--- config.mk ---
export PLATFORM = sky130hd
export DESIGN_NAME = smbcfg_port1
export DESIGN_NICKNAME = d
export VERILOG_FILES = /design/src/shared/smbcfg_pkg.sv /design/src/rtl/smbcfg_sync.sv /design/src/rtl/smbcfg_port1.sv
export SDC_FILE = /design/constraint.sdc
export NUM_CORES = 1
export LEC_CHECK = 0
export BUFFER_PORTS_ARGS = -buffer_cell sky130_fd_sc_hd__clkbuf_2
export CAP_MARGIN = 20
export CORE_ASPECT_RATIO = 1.4
export CORE_MARGIN = 3
export CORE_UTILIZATION = 40
export CTS_CLUSTER_DIAMETER = 80
export DETAILED_ROUTE_END_ITERATION = 8
export PLACE_DENSITY = 0.77
export SETUP_SLACK_MARGIN = 0.4
export SLEW_MARGIN = 40
export SYNTH_ARGS = -nofsm -noshare
export SYNTH_HDL_FRONTEND = slang
export SYNTH_SLANG_ARGS = --single-unit
--- constraint.sdc ---
create_clock -name ref_clk -period 2.1 [get_ports ref_clk]
set_input_delay 0.21 -clock ref_clk [delete_from_list [all_inputs] [get_ports ref_clk]]
set_output_delay 0.21 -clock ref_clk [all_outputs]
set_load 0.1 [all_outputs]
--- src/shared/smbcfg_pkg.sv ---
/*
  constants for the second smbus port configuration block: register address,
  field positions, reset value, rate source codes and timing counts.
  assumes a single 20 MHz system clock domain.
*/
package smbcfg_pkg;
  localparam logic [7:0] CFG_ADDR      = 8'hC1;
  localparam logic [7:0] CFG_RESET     = 8'h00;
  localparam int         BIT_ENABLE    = 7;
  localparam int         BIT_INHIBIT   = 6;
  localparam int         BIT_BUSY      = 5;
  localparam int         BIT_HOLDEXT   = 4;
  localparam int         BIT_LOWTO_EN  = 3;
  localparam int         BIT_FREETO_EN = 2;
  localparam int         SEL_HI        = 1;
  localparam int         SEL_LO        = 0;
  localparam logic [1:0] SRC_T0        = 2'h0;
  localparam logic [1:0] SRC_T5        = 2'h1;
  localparam logic [1:0] SRC_T2_HIGH   = 2'h2;
  localparam logic [1:0] SRC_T2_LOW    = 2'h3;
  localparam int         FREE_PERIODS  = 10;
  localparam int         FREE_CNT_W    = 4;
  localparam int         LOWTO_MS      = 25;
  localparam int         CLK_HZ        = 20000000;
  // advisory figure for the timer the firmware programs
  localparam int         LOWTO_CYCLES  = (CLK_HZ / 1000) * LOWTO_MS;
endpackage : smbcfg_pkg

--- src/rtl/smbcfg_sync.sv ---
/*
  two flip-flop synchroniser for a vector of pin levels.
  assumes inputs are asynchronous to ref_clk; reset level is a parameter.
*/
`timescale 1ns/100ps
module smbcfg_sync #(
  parameter int           W      = 2,
  parameter logic [W-1:0] RSTVAL = '1
) (
  input  wire logic         ref_clk,
  input  wire logic         resetn,
  input  wire logic [W-1:0] din,
  output logic      [W-1:0] dout
);
  logic [W-1:0] stage1;

  always_ff @(posedge ref_clk or negedge resetn) begin
    if (!resetn) begin
      stage1 <= RSTVAL;
      dout   <= RSTVAL;
    end else begin
      stage1 <= din;
      dout   <= stage1;
    end
  end
endmodule : smbcfg_sync

--- src/rtl/smbcfg_port1.sv ---
/*
  configuration and bus supervision for smbus port 1: the config register,
  busy tracking by start/stop, free-bus timeout, clock-low timeout timer
  control, rate source selection and slave interrupt gating.
  assumes a cpu special-function-register strobe interface on ref_clk, and
  bus lines and timer overflows arriving from other clock domains.
*/
`timescale 1ns/100ps
// Functional notes
// - enable bit 7 activates the port; it then watches both bus lines.
// - inhibit bit 6 blocks interrupts from slave events.
// - master events still interrupt while inhibit is set.
// - busy bit 5 is set by hardware while a transfer is running.
// - busy clears on a stop or on the free-bus timeout.
// - bit 4 selects normal (0) or extended (1) data setup/hold timing.
// - bit 3 reloads the timeout timer while clock is high, counts when low.
// - with a split timer only its high byte is held in reload.
// - bit 2: bus free after both lines high over 10 source periods.
// - bits 1:0 pick timer 0, timer 5, timer 2 high or timer 2 low overflow.
module smbcfg_port1 (
  input  wire logic       ref_clk,
  input  wire logic       resetn,
  // cpu register strobes, same clock
  input  wire logic [7:0] sfrAddr,
  input  wire logic       sfrWrite,
  input  wire logic       sfrRead,
  input  wire logic [7:0] sfrWdata,
  output logic      [7:0] sfrRdata,
  // bus wires, asynchronous to ref_clk
  input  wire logic       port1_clock_line,
  input  wire logic       port1_data_line,
  // timer overflow levels, treated as asynchronous
  input  wire logic       timer0Ovf,
  input  wire logic       timer5Ovf,
  input  wire logic       timer2HighOvf,
  input  wire logic       timer2LowOvf,
  // same-clock status and event levels
  input  wire logic       timerSplitMode,
  input  wire logic       slaveEvent,
  input  wire logic       masterEvent,
  // configuration and supervision results
  output logic            portActive,
  output logic            holdExtended,
  output logic            rateTick,
  output logic            timerReloadHigh,
  output logic            timerReloadLow,
  output logic            portIrq,
  output logic            busFree,
  output logic            startSeen,
  output logic            stopSeen
);
  // cfg keeps the busy position at zero; the live flag is merged on read
  // so a write can never fake or hide a transfer in progress
  logic [7:0] cfg;
  logic       port1_busy_flag;
  logic [1:0] lineSync;
  logic [1:0] linePrev;
  logic [3:0] ovfSync;
  logic [3:0] ovfPrev;
  logic [smbcfg_pkg::FREE_CNT_W-1:0] freeCnt;

  wire port1_enable_bit           = cfg[smbcfg_pkg::BIT_ENABLE];
  wire port1_slave_inhibit        = cfg[smbcfg_pkg::BIT_INHIBIT];
  wire port1_hold_extension       = cfg[smbcfg_pkg::BIT_HOLDEXT];
  wire port1_clock_low_timeout_en = cfg[smbcfg_pkg::BIT_LOWTO_EN];
  wire port1_free_timeout_en      = cfg[smbcfg_pkg::BIT_FREETO_EN];
  wire [1:0] port1_rate_source_sel = cfg[smbcfg_pkg::SEL_HI:smbcfg_pkg::SEL_LO];

  wire cfgHit   = (sfrAddr == smbcfg_pkg::CFG_ADDR);
  wire cfgWrite = sfrWrite && cfgHit;
  wire sclNow   = lineSync[1];
  wire sdaNow   = lineSync[0];
  wire sclPrev  = linePrev[1];
  wire sdaPrev  = linePrev[0];

  // both line levels are synchronised always; the enable gates the
  // detectors instead, so re-enabling never sees stale stage values
  // reset level is high, matching released wires with pull-ups
  smbcfg_sync #(.W(2), .RSTVAL(2'h3)) u_line_sync (
    .ref_clk (ref_clk),
    .resetn  (resetn),
    .din     ({port1_clock_line, port1_data_line}),
    .dout    (lineSync)
  );

  // overflow strobes come from timer logic that may run on another clock,
  // so they are treated as levels and their rising edges are taken here
  smbcfg_sync #(.W(4), .RSTVAL(4'h0)) u_ovf_sync (
    .ref_clk (ref_clk),
    .resetn  (resetn),
    .din     ({timer2LowOvf, timer2HighOvf, timer5Ovf, timer0Ovf}),
    .dout    (ovfSync)
  );

  wire [3:0] ovfRise = ovfSync & ~ovfPrev;

  // the source code is decoded in one place only
  function automatic logic rate_pick(
    input logic [1:0] sel,
    input logic [3:0] rise
  );
    logic pick;
    pick = 1'b0;
    unique case (sel)
      smbcfg_pkg::SRC_T0:      pick = rise[0];
      smbcfg_pkg::SRC_T5:      pick = rise[1];
      smbcfg_pkg::SRC_T2_HIGH: pick = rise[2];
      smbcfg_pkg::SRC_T2_LOW:  pick = rise[3];
    endcase
    return pick;
  endfunction : rate_pick

  // start: data falls while clock high; stop: data rises while clock high
  // clock must be high on two samples, so a data change that lands with
  // the clock edge in one sample is not taken for a start or a stop
  wire startDet = port1_enable_bit && sclNow && sclPrev && sdaPrev && !sdaNow;
  wire stopDet  = port1_enable_bit && sclNow && sclPrev && !sdaPrev && sdaNow;

  // a tick from the selected source marks one bit-rate period
  assign rateTick = rate_pick(port1_rate_source_sel, ovfRise);

  // the free counter only advances while both lines sit high
  wire linesHigh   = sclNow && sdaNow;
  wire freeArmed   = port1_enable_bit && port1_free_timeout_en && linesHigh;
  wire freeAtLimit = (freeCnt == smbcfg_pkg::FREE_CNT_W'(smbcfg_pkg::FREE_PERIODS));
  // the first period after the lines rise may be partial, hence the
  // timeout waits for one tick beyond the documented count
  wire freeTimeout = freeArmed && rateTick && freeAtLimit;

  // busy tracks transfers seen on the wires, whoever drives them; it is
  // only as good as the detectors, so a frame that starts while the port
  // is off is not seen until the next start or the free timeout
  // busy set wins over a same-cycle stop so a fresh start is never lost
  wire next_busy = !port1_enable_bit ? 1'b0 :
                   startDet          ? 1'b1 :
                   (stopDet || freeTimeout) ? 1'b0 :
                   port1_busy_flag;

  // reload follows the synchronised clock level, so the timer starts
  // counting about two cycles after the wire falls; negligible against
  // a timeout of many milliseconds
  wire reloadReq = port1_enable_bit && port1_clock_low_timeout_en && sclNow;
  assign timerReloadHigh = reloadReq;
  assign timerReloadLow  = reloadReq && !timerSplitMode;

  // the inhibit masks slave events only; master events pass whenever the port is enabled
  assign portIrq = port1_enable_bit && (masterEvent || (slaveEvent && !port1_slave_inhibit));

  assign portActive   = port1_enable_bit;
  assign holdExtended = port1_hold_extension;
  assign busFree      = !port1_busy_flag;
  assign startSeen    = startDet;
  assign stopSeen     = stopDet;

  // read view: stored fields with the live busy flag in its place
  wire [7:0] readValue = {cfg[7:6], port1_busy_flag, cfg[4:0]};

  // config register: only a write strobe to its own address changes it
  always_ff @(posedge ref_clk or negedge resetn) begin
    if (!resetn) begin
      cfg <= smbcfg_pkg::CFG_RESET;
    end else if (cfgWrite) begin
      // the busy position is hardware owned and never stored from a write
      cfg <= sfrWdata & ~(8'h01 << smbcfg_pkg::BIT_BUSY);
    end
  end

  // busy flag, hardware owned
  always_ff @(posedge ref_clk or negedge resetn) begin
    if (!resetn) begin
      port1_busy_flag <= 1'b0;
    end else begin
      port1_busy_flag <= next_busy;
    end
  end

  // previous samples for edge detection; reset matches the idle levels
  always_ff @(posedge ref_clk or negedge resetn) begin
    if (!resetn) begin
      linePrev <= 2'h3;
      ovfPrev  <= 4'h0;
    end else begin
      linePrev <= lineSync;
      ovfPrev  <= ovfSync;
    end
  end

  // read data stands one cycle and is zero otherwise, so an
  // unmapped read cannot pick up a stale value
  always_ff @(posedge ref_clk or negedge resetn) begin
    if (!resetn) begin
      sfrRdata <= 8'h00;
    end else begin
      sfrRdata <= (sfrRead && cfgHit) ? readValue : 8'h00;
    end
  end

  // counts source periods with both lines high; restarts on any low level
  always_ff @(posedge ref_clk or negedge resetn) begin
    if (!resetn) begin
      freeCnt <= '0;
    end else if (!freeArmed || freeTimeout) begin
      freeCnt <= '0;
    end else if (rateTick && !freeAtLimit) begin
      freeCnt <= freeCnt + smbcfg_pkg::FREE_CNT_W'(1);
    end
  end
endmodule : smbcfg_port1

== Word level (Yosys, flattened, before mapping) ==
Index checks and enable logic that the tools add are counted.

* Flip-flop bits (word level): 38
* Input bits: 29
* Output and inout bits: 17
* Logic and storage cells: 57

* $add $sub $neg: 1
* Equality and inequality tests: 6
* Muxes and demuxes: 7
* Bitwise gates (word level): 2
* Reductions and logical operators: 31

{| class="wikitable"
|+ Operator list
! kind !! count
|-
| 1-bit logical AND || 19
|-
| 8-bit == test (second input constant) || 1
|-
| 4-bit two-way mux || 2
|-
| 8-bit two-way mux || 1
|-
| 1-bit logical NOT || 7
|-
| 4-bit by 1-bit adder with 4-bit output (second input constant) || 1
|-
| 4-bit AND || 1
|-
| 2-bit == test (second input constant) || 2
|-
| 4-bit == test (second input constant) || 1
|-
| 4-bit inverter || 1
|-
| 1-bit case mux with 4 select lines || 1
|-
| 1-bit logical OR || 3
|-
| 1-bit two-way mux || 3
|-
| 3-bit by 1-bit inequality test with 1-bit output (second input constant) || 1
|-
| 2-bit by 1-bit == test with 1-bit output (second input constant) || 1
|-
| 2-bit logical NOT || 1
|-
| 2-bit nonzero test || 1
|}

== Logic depth before layout (Yosys ltp) ==
* Word-level depth: 9
* Depth in mapped cells: 6
* Mapped depth without buffers: 6

== Hierarchy ==
From an unflattened synthesis, not the netlist that was laid out.

* Cell total of the unflattened synthesis: 95
* Area, all modules: 1405.1 µm²

{| class="wikitable"
|+ By module, submodules not included
! module !! instances !! cells an instance !! area each (µm²) !! seq. area each (µm²)
|-
| smbcfg_port1 || 1 || 83 || 1099.8 || 653.1
|-
| smbcfg_sync at u_ovf_sync || 1 || 8 || 200.2 || 200.2
|-
| smbcfg_sync at u_line_sync || 1 || 4 || 105.1 || 105.1
|}

== Worst setup path before layout ==
Ideal clock, no wire load.

* Path kind: register to output
* Start point: reg cfg[7]
* End point: out timerReloadLow
* Data arrival time: 3.369 ns
* Required time: 1.890 ns
* Path slack: -1.479 ns
* Cell stages (with the launch flop): 3
* Buffers on the path: 0
* Path through: dfrtp_1 -> and3_1 -> nor2b_1

* Longest elaborated chain between the ends: 3

{| class="wikitable"
|+ Ends and longest elaborated chain
! item !! RTL line !! RTL
|-
| start, declared || smbcfg_port1.sv:54 || <nowiki>logic [7:0] cfg;</nowiki>
|-
| start signal, assigned || smbcfg_port1.sv:161 || <nowiki>cfg <= smbcfg_pkg::CFG_RESET;</nowiki>
|-
| start signal, assigned || smbcfg_port1.sv:164 || <nowiki>cfg <= sfrWdata & ~(8'h01 << smbcfg_pkg::BIT_BUSY);</nowiki>
|-
| 1-bit logical AND (2 in series) || smbcfg_port1.sv:142 || <nowiki>wire reloadReq = port1_enable_bit && port1_clock_low_timeout_en && sclNow;</nowiki>
|-
| net timerReloadHigh || smbcfg_port1.sv:45 || <nowiki>output logic timerReloadHigh,</nowiki>
|-
| 1-bit logical AND || smbcfg_port1.sv:144 || <nowiki>assign timerReloadLow = reloadReq && !timerSplitMode;</nowiki>
|-
| end, declared || smbcfg_port1.sv:46 || <nowiki>output logic timerReloadLow,</nowiki>
|}

The timed path passes the listed nets, and every way through them passes these cells.

== Final worst setup path ==
* Start point: reg u_ovf_sync.dout[3]
* End point: out rateTick

* Longest elaborated chain between the ends: 2

{| class="wikitable"
|+ Ends and longest elaborated chain
! item !! RTL line !! RTL
|-
| start, declared || smbcfg_sync.sv:13 || <nowiki>output logic [W-1:0] dout</nowiki>
|-
| start signal, assigned || smbcfg_sync.sv:23 || <nowiki>dout <= stage1;</nowiki>
|-
| 4-bit AND || smbcfg_port1.sv:95 || <nowiki>wire [3:0] ovfRise = ovfSync & ~ovfPrev;</nowiki>
|-
| 1-bit case mux with 4 select lines || smbcfg_port1.sv:104 || <nowiki>unique case (sel)</nowiki>
|-
| end, declared || smbcfg_port1.sv:44 || <nowiki>output logic rateTick,</nowiki>
|}

No other way between the ends.

==> out/summary.txt <==
largest family of logic cells by synthesized area -> simple AND/OR/NAND/NOR gates
CTS tree -> built
Final #Nets -> 183
Ant. Diodes -> 0
total grt overflow -> 0
Post-DP Area -> 0.00172 sq mm
pwr/cell area -> 723 mW/mm^2
PortBufs -> 44
XOR/XNOR Fraction of Synth Area -> 0%
area of the die -> 0.00427 sq mm
vias in the first global route -> 967
Synth Area in Adders -> 1.78%
Worst Skew -> 0.00410 ns
Mapped Nets -> 126
Mapped Area -> 0.00141 sq mm
Yosys reg bits -> 38
Yosys cell types -> 26
Critical Path Start Type -> register
P&R area growth vs syn -> 36.8%
first-pass GRT wire length -> 4.44 mm
sequential area share after synthesis -> 68.2%
Tightest Hold Check Type -> primary input to register
Yosys Warn Count -> 0
Avg Cell Area, Syn -> 14.8 sq um
GPL Wtd Cong -> 0.786
Via density -> 4.99
clk sinks -> 38
period utilization -> 82.5%
Final min period -> 1.73 ns
post-synthesis simple-gate area fraction -> 16.0%
Final Util -> 59.3%
core area -> 0.00324 sq mm
Setup TNS -> 0 ns
initial core utilization -> 43.3%
peak supply drop -> 0.516 mV
Pwr Total -> 1390 uW
Final Hold Vio Count -> 0
fmax -> 577 MHz
CTS clk-pin slew, worst paths -> 0.06 ns
Die Span X -> 56.1 um
Max-cap violations -> 0
maximum clock path buffer count -> 2
DRT antenna net count -> 0
fin. max-slew vios -> 0
die height -> 76.1 um
initial antenna violation count -> 0
critical path fanouts, max -> 2
Cell Rows -> 24
WS Path Type -> register to output pin
proportion of synthesized area in mux cells -> 8.64%
Tightest Pin Transition -> 0.667 ns
DRC violation count after routing -> 0
DRT iter0 DRCs -> 11
via count -> 958
Total GRT Usage -> 13.6%
1st-pass router iterations -> 3
crit end category -> output pin
share of cells above drive strength 1 -> 57.5%
Finished Cell Area -> 0.00192 sq mm
final WL -> 2.71 mm
largest net degree at the start of global routing -> 33
WP data required -> 1.89 ns
critical path data arrival time -> 1.52 ns
Worst-Skew Late Latency -> 0.28 ns
Ports -> 46
clock root buffer -> clkbuf_8
status -> completed
RSZ-0062 raised after global routing -> true
Rel. slew slack -> 55.5%
Leakage -> 0.000973 uW
DR WL/cell -> 14.1 um
CTS buffer count -> 5
hpwl dp -> 1.99 mm
Mapped Cells -> 95
CTS H-tree depth -> 2
Compound-Gate Fraction of Synth Area -> 4.27%
Setup Viol. Count Final -> 0
[final cells by class]
type | instances | area, sq um
Fill cell | 270 | 1320
Tap cell | 39 | 48.8
Timing Repair Buffer | 51 | 335
Sequential cell | 38 | 962
Clock buffer | 8 | 90.1
Multi-Input combinational cell | 53 | 474
Inverter | 3 | 11.3
[kinds of logic after synthesis]
| logic type | Yosys count |
|---|---|
| DFF | 38 |
| and+or+nand+nor | 34 |
| muxes | 10 |
| AOI/OAI and AO/OA | 7 |
| buffers and inverters | 4 |
| adders and majority gates | 2 |
[sequential cells by signal (all words and copies together), names as in the netlist]
name and flops:
linePrev 2, u_line_sync.stage1 2, u_line_sync.dout 2, ovfPrev 4, sfrRdata 8, cfg 7, u_ovf_sync.dout 4, u_ovf_sync.stage1 4
port1_busy_flag 1, freeCnt 4
[per-stage QoR]
step / setup WS, ns / std cells / hold WS [ns]
2_1_floorplan: 0.217 / 95 / -0.0856
3_3_place_gp: 0.443 / 179 / 0.301
4_1_cts: 0.353 / 189 / 0.000572
3_5_place_dp: 0.399 / 179 / 0.299
6_report: 0.368 / 192 / 0.0342
5_1_grt: 0.311 / 192 / 0.0197
[placed cells by master, fill, tap and decap left out, types with 2 or more instances in the layout]
cell type / netlist / routed
mux2i_1: 2 / 2
ha_1: 2 / 2
mux2_2: 7 / 7
clkbuf_8: 0 / 8
clkbuf_1: 1 / 2
nor2_1: 5 / 5
and3_2: 8 / 8
a31o_2: 2 / 2
inv_1: 3 / 3
dfstp_2: 6 / 6
buf_4: 0 / 4
nor3_4: 0 / 2
nor2b_1: 6 / 5
dlygate4sd3_1: 0 / 3
nand2_1: 5 / 4
dfrtp_1: 32 / 31
clkbuf_2: 0 / 38
[synthesized netlist by cell type]
cell type  instances  area [sq um]
nand3b_1           1          7.51
nor4_4             1          21.3
nor2_1             5          18.8
nor3_1             3          15.0
mux2_2             7          78.8
ha_1               2          25.0
mux2i_1            2          20.0
a41oi_1            1          8.76
dfrtp_1           32           801
nand2_1            5          18.8
or4b_4             1          13.8
mux4_2             1          22.5
a41o_1             1          10.0
a211oi_1           1          7.51
nor2b_1            6          37.5
clkbuf_1           1          3.75
nand2_4            1          11.3
and3_2             8          60.1
and3_1             1          6.26
inv_1              3          11.3
a31o_2             2          17.5
a311oi_1           1          8.76
o21a_1             1          7.51
and3b_1            1          8.76
dfstp_2            6           158
nand4_1            1          6.26
[routing by layer]
layer | up-vias | wire (um) | track usage, %
met5 | - | 0 | 0
met3 | 8 | 105 | 5.42
li1 | 445 | - | -
met1 | 479 | 960 | 14.0
met4 | 0 | 78 | 7.60
met2 | 26 | 1570 | 23.1
[power breakdown]
group / switching [uW] / internal [uW]
Combinational: 71.0 / 47.3
Clock: 226 / 267
Sequential: 16.4 / 762
Total: 314 / 1080
[path summary, 6_finish.rpt]
path	from	end	slack [ns]	cells after the start
setup / recovery	u_ovf_sync.dout[3]	rateTick	0.37	3
hold reg to reg	u_ovf_sync.stage1[1]	u_ovf_sync.dout[1]	0.35	0
min in group asynchronous	resetn	cfg[7]	0.50	2
max in group asynchronous	resetn	u_ovf_sync.stage1[1]	1.05	3
setup reg to reg	u_ovf_sync.dout[3]	freeCnt[3]	0.48	5
hold / removal	timer2HighOvf	u_ovf_sync.stage1[2]	0.03	1
[critical path, cell delays in order (launching register included)]
cell       delay (ns)
dfrtp_1          0.38
nor2b_1          0.13
mux4_2           0.52
clkbuf_16        0.23
[timing repair]
item | CTS | global route
setup buffers | 1 | 1
gates resized for setup | 10 | 4
pin swaps | 0 | 1
endpoints found under the hold margin | 1 | 5
endpoints found under the setup margin | 5 | 4
hold buffers | 1 | 2
Note: power is estimated with default switching activity, not from simulation.
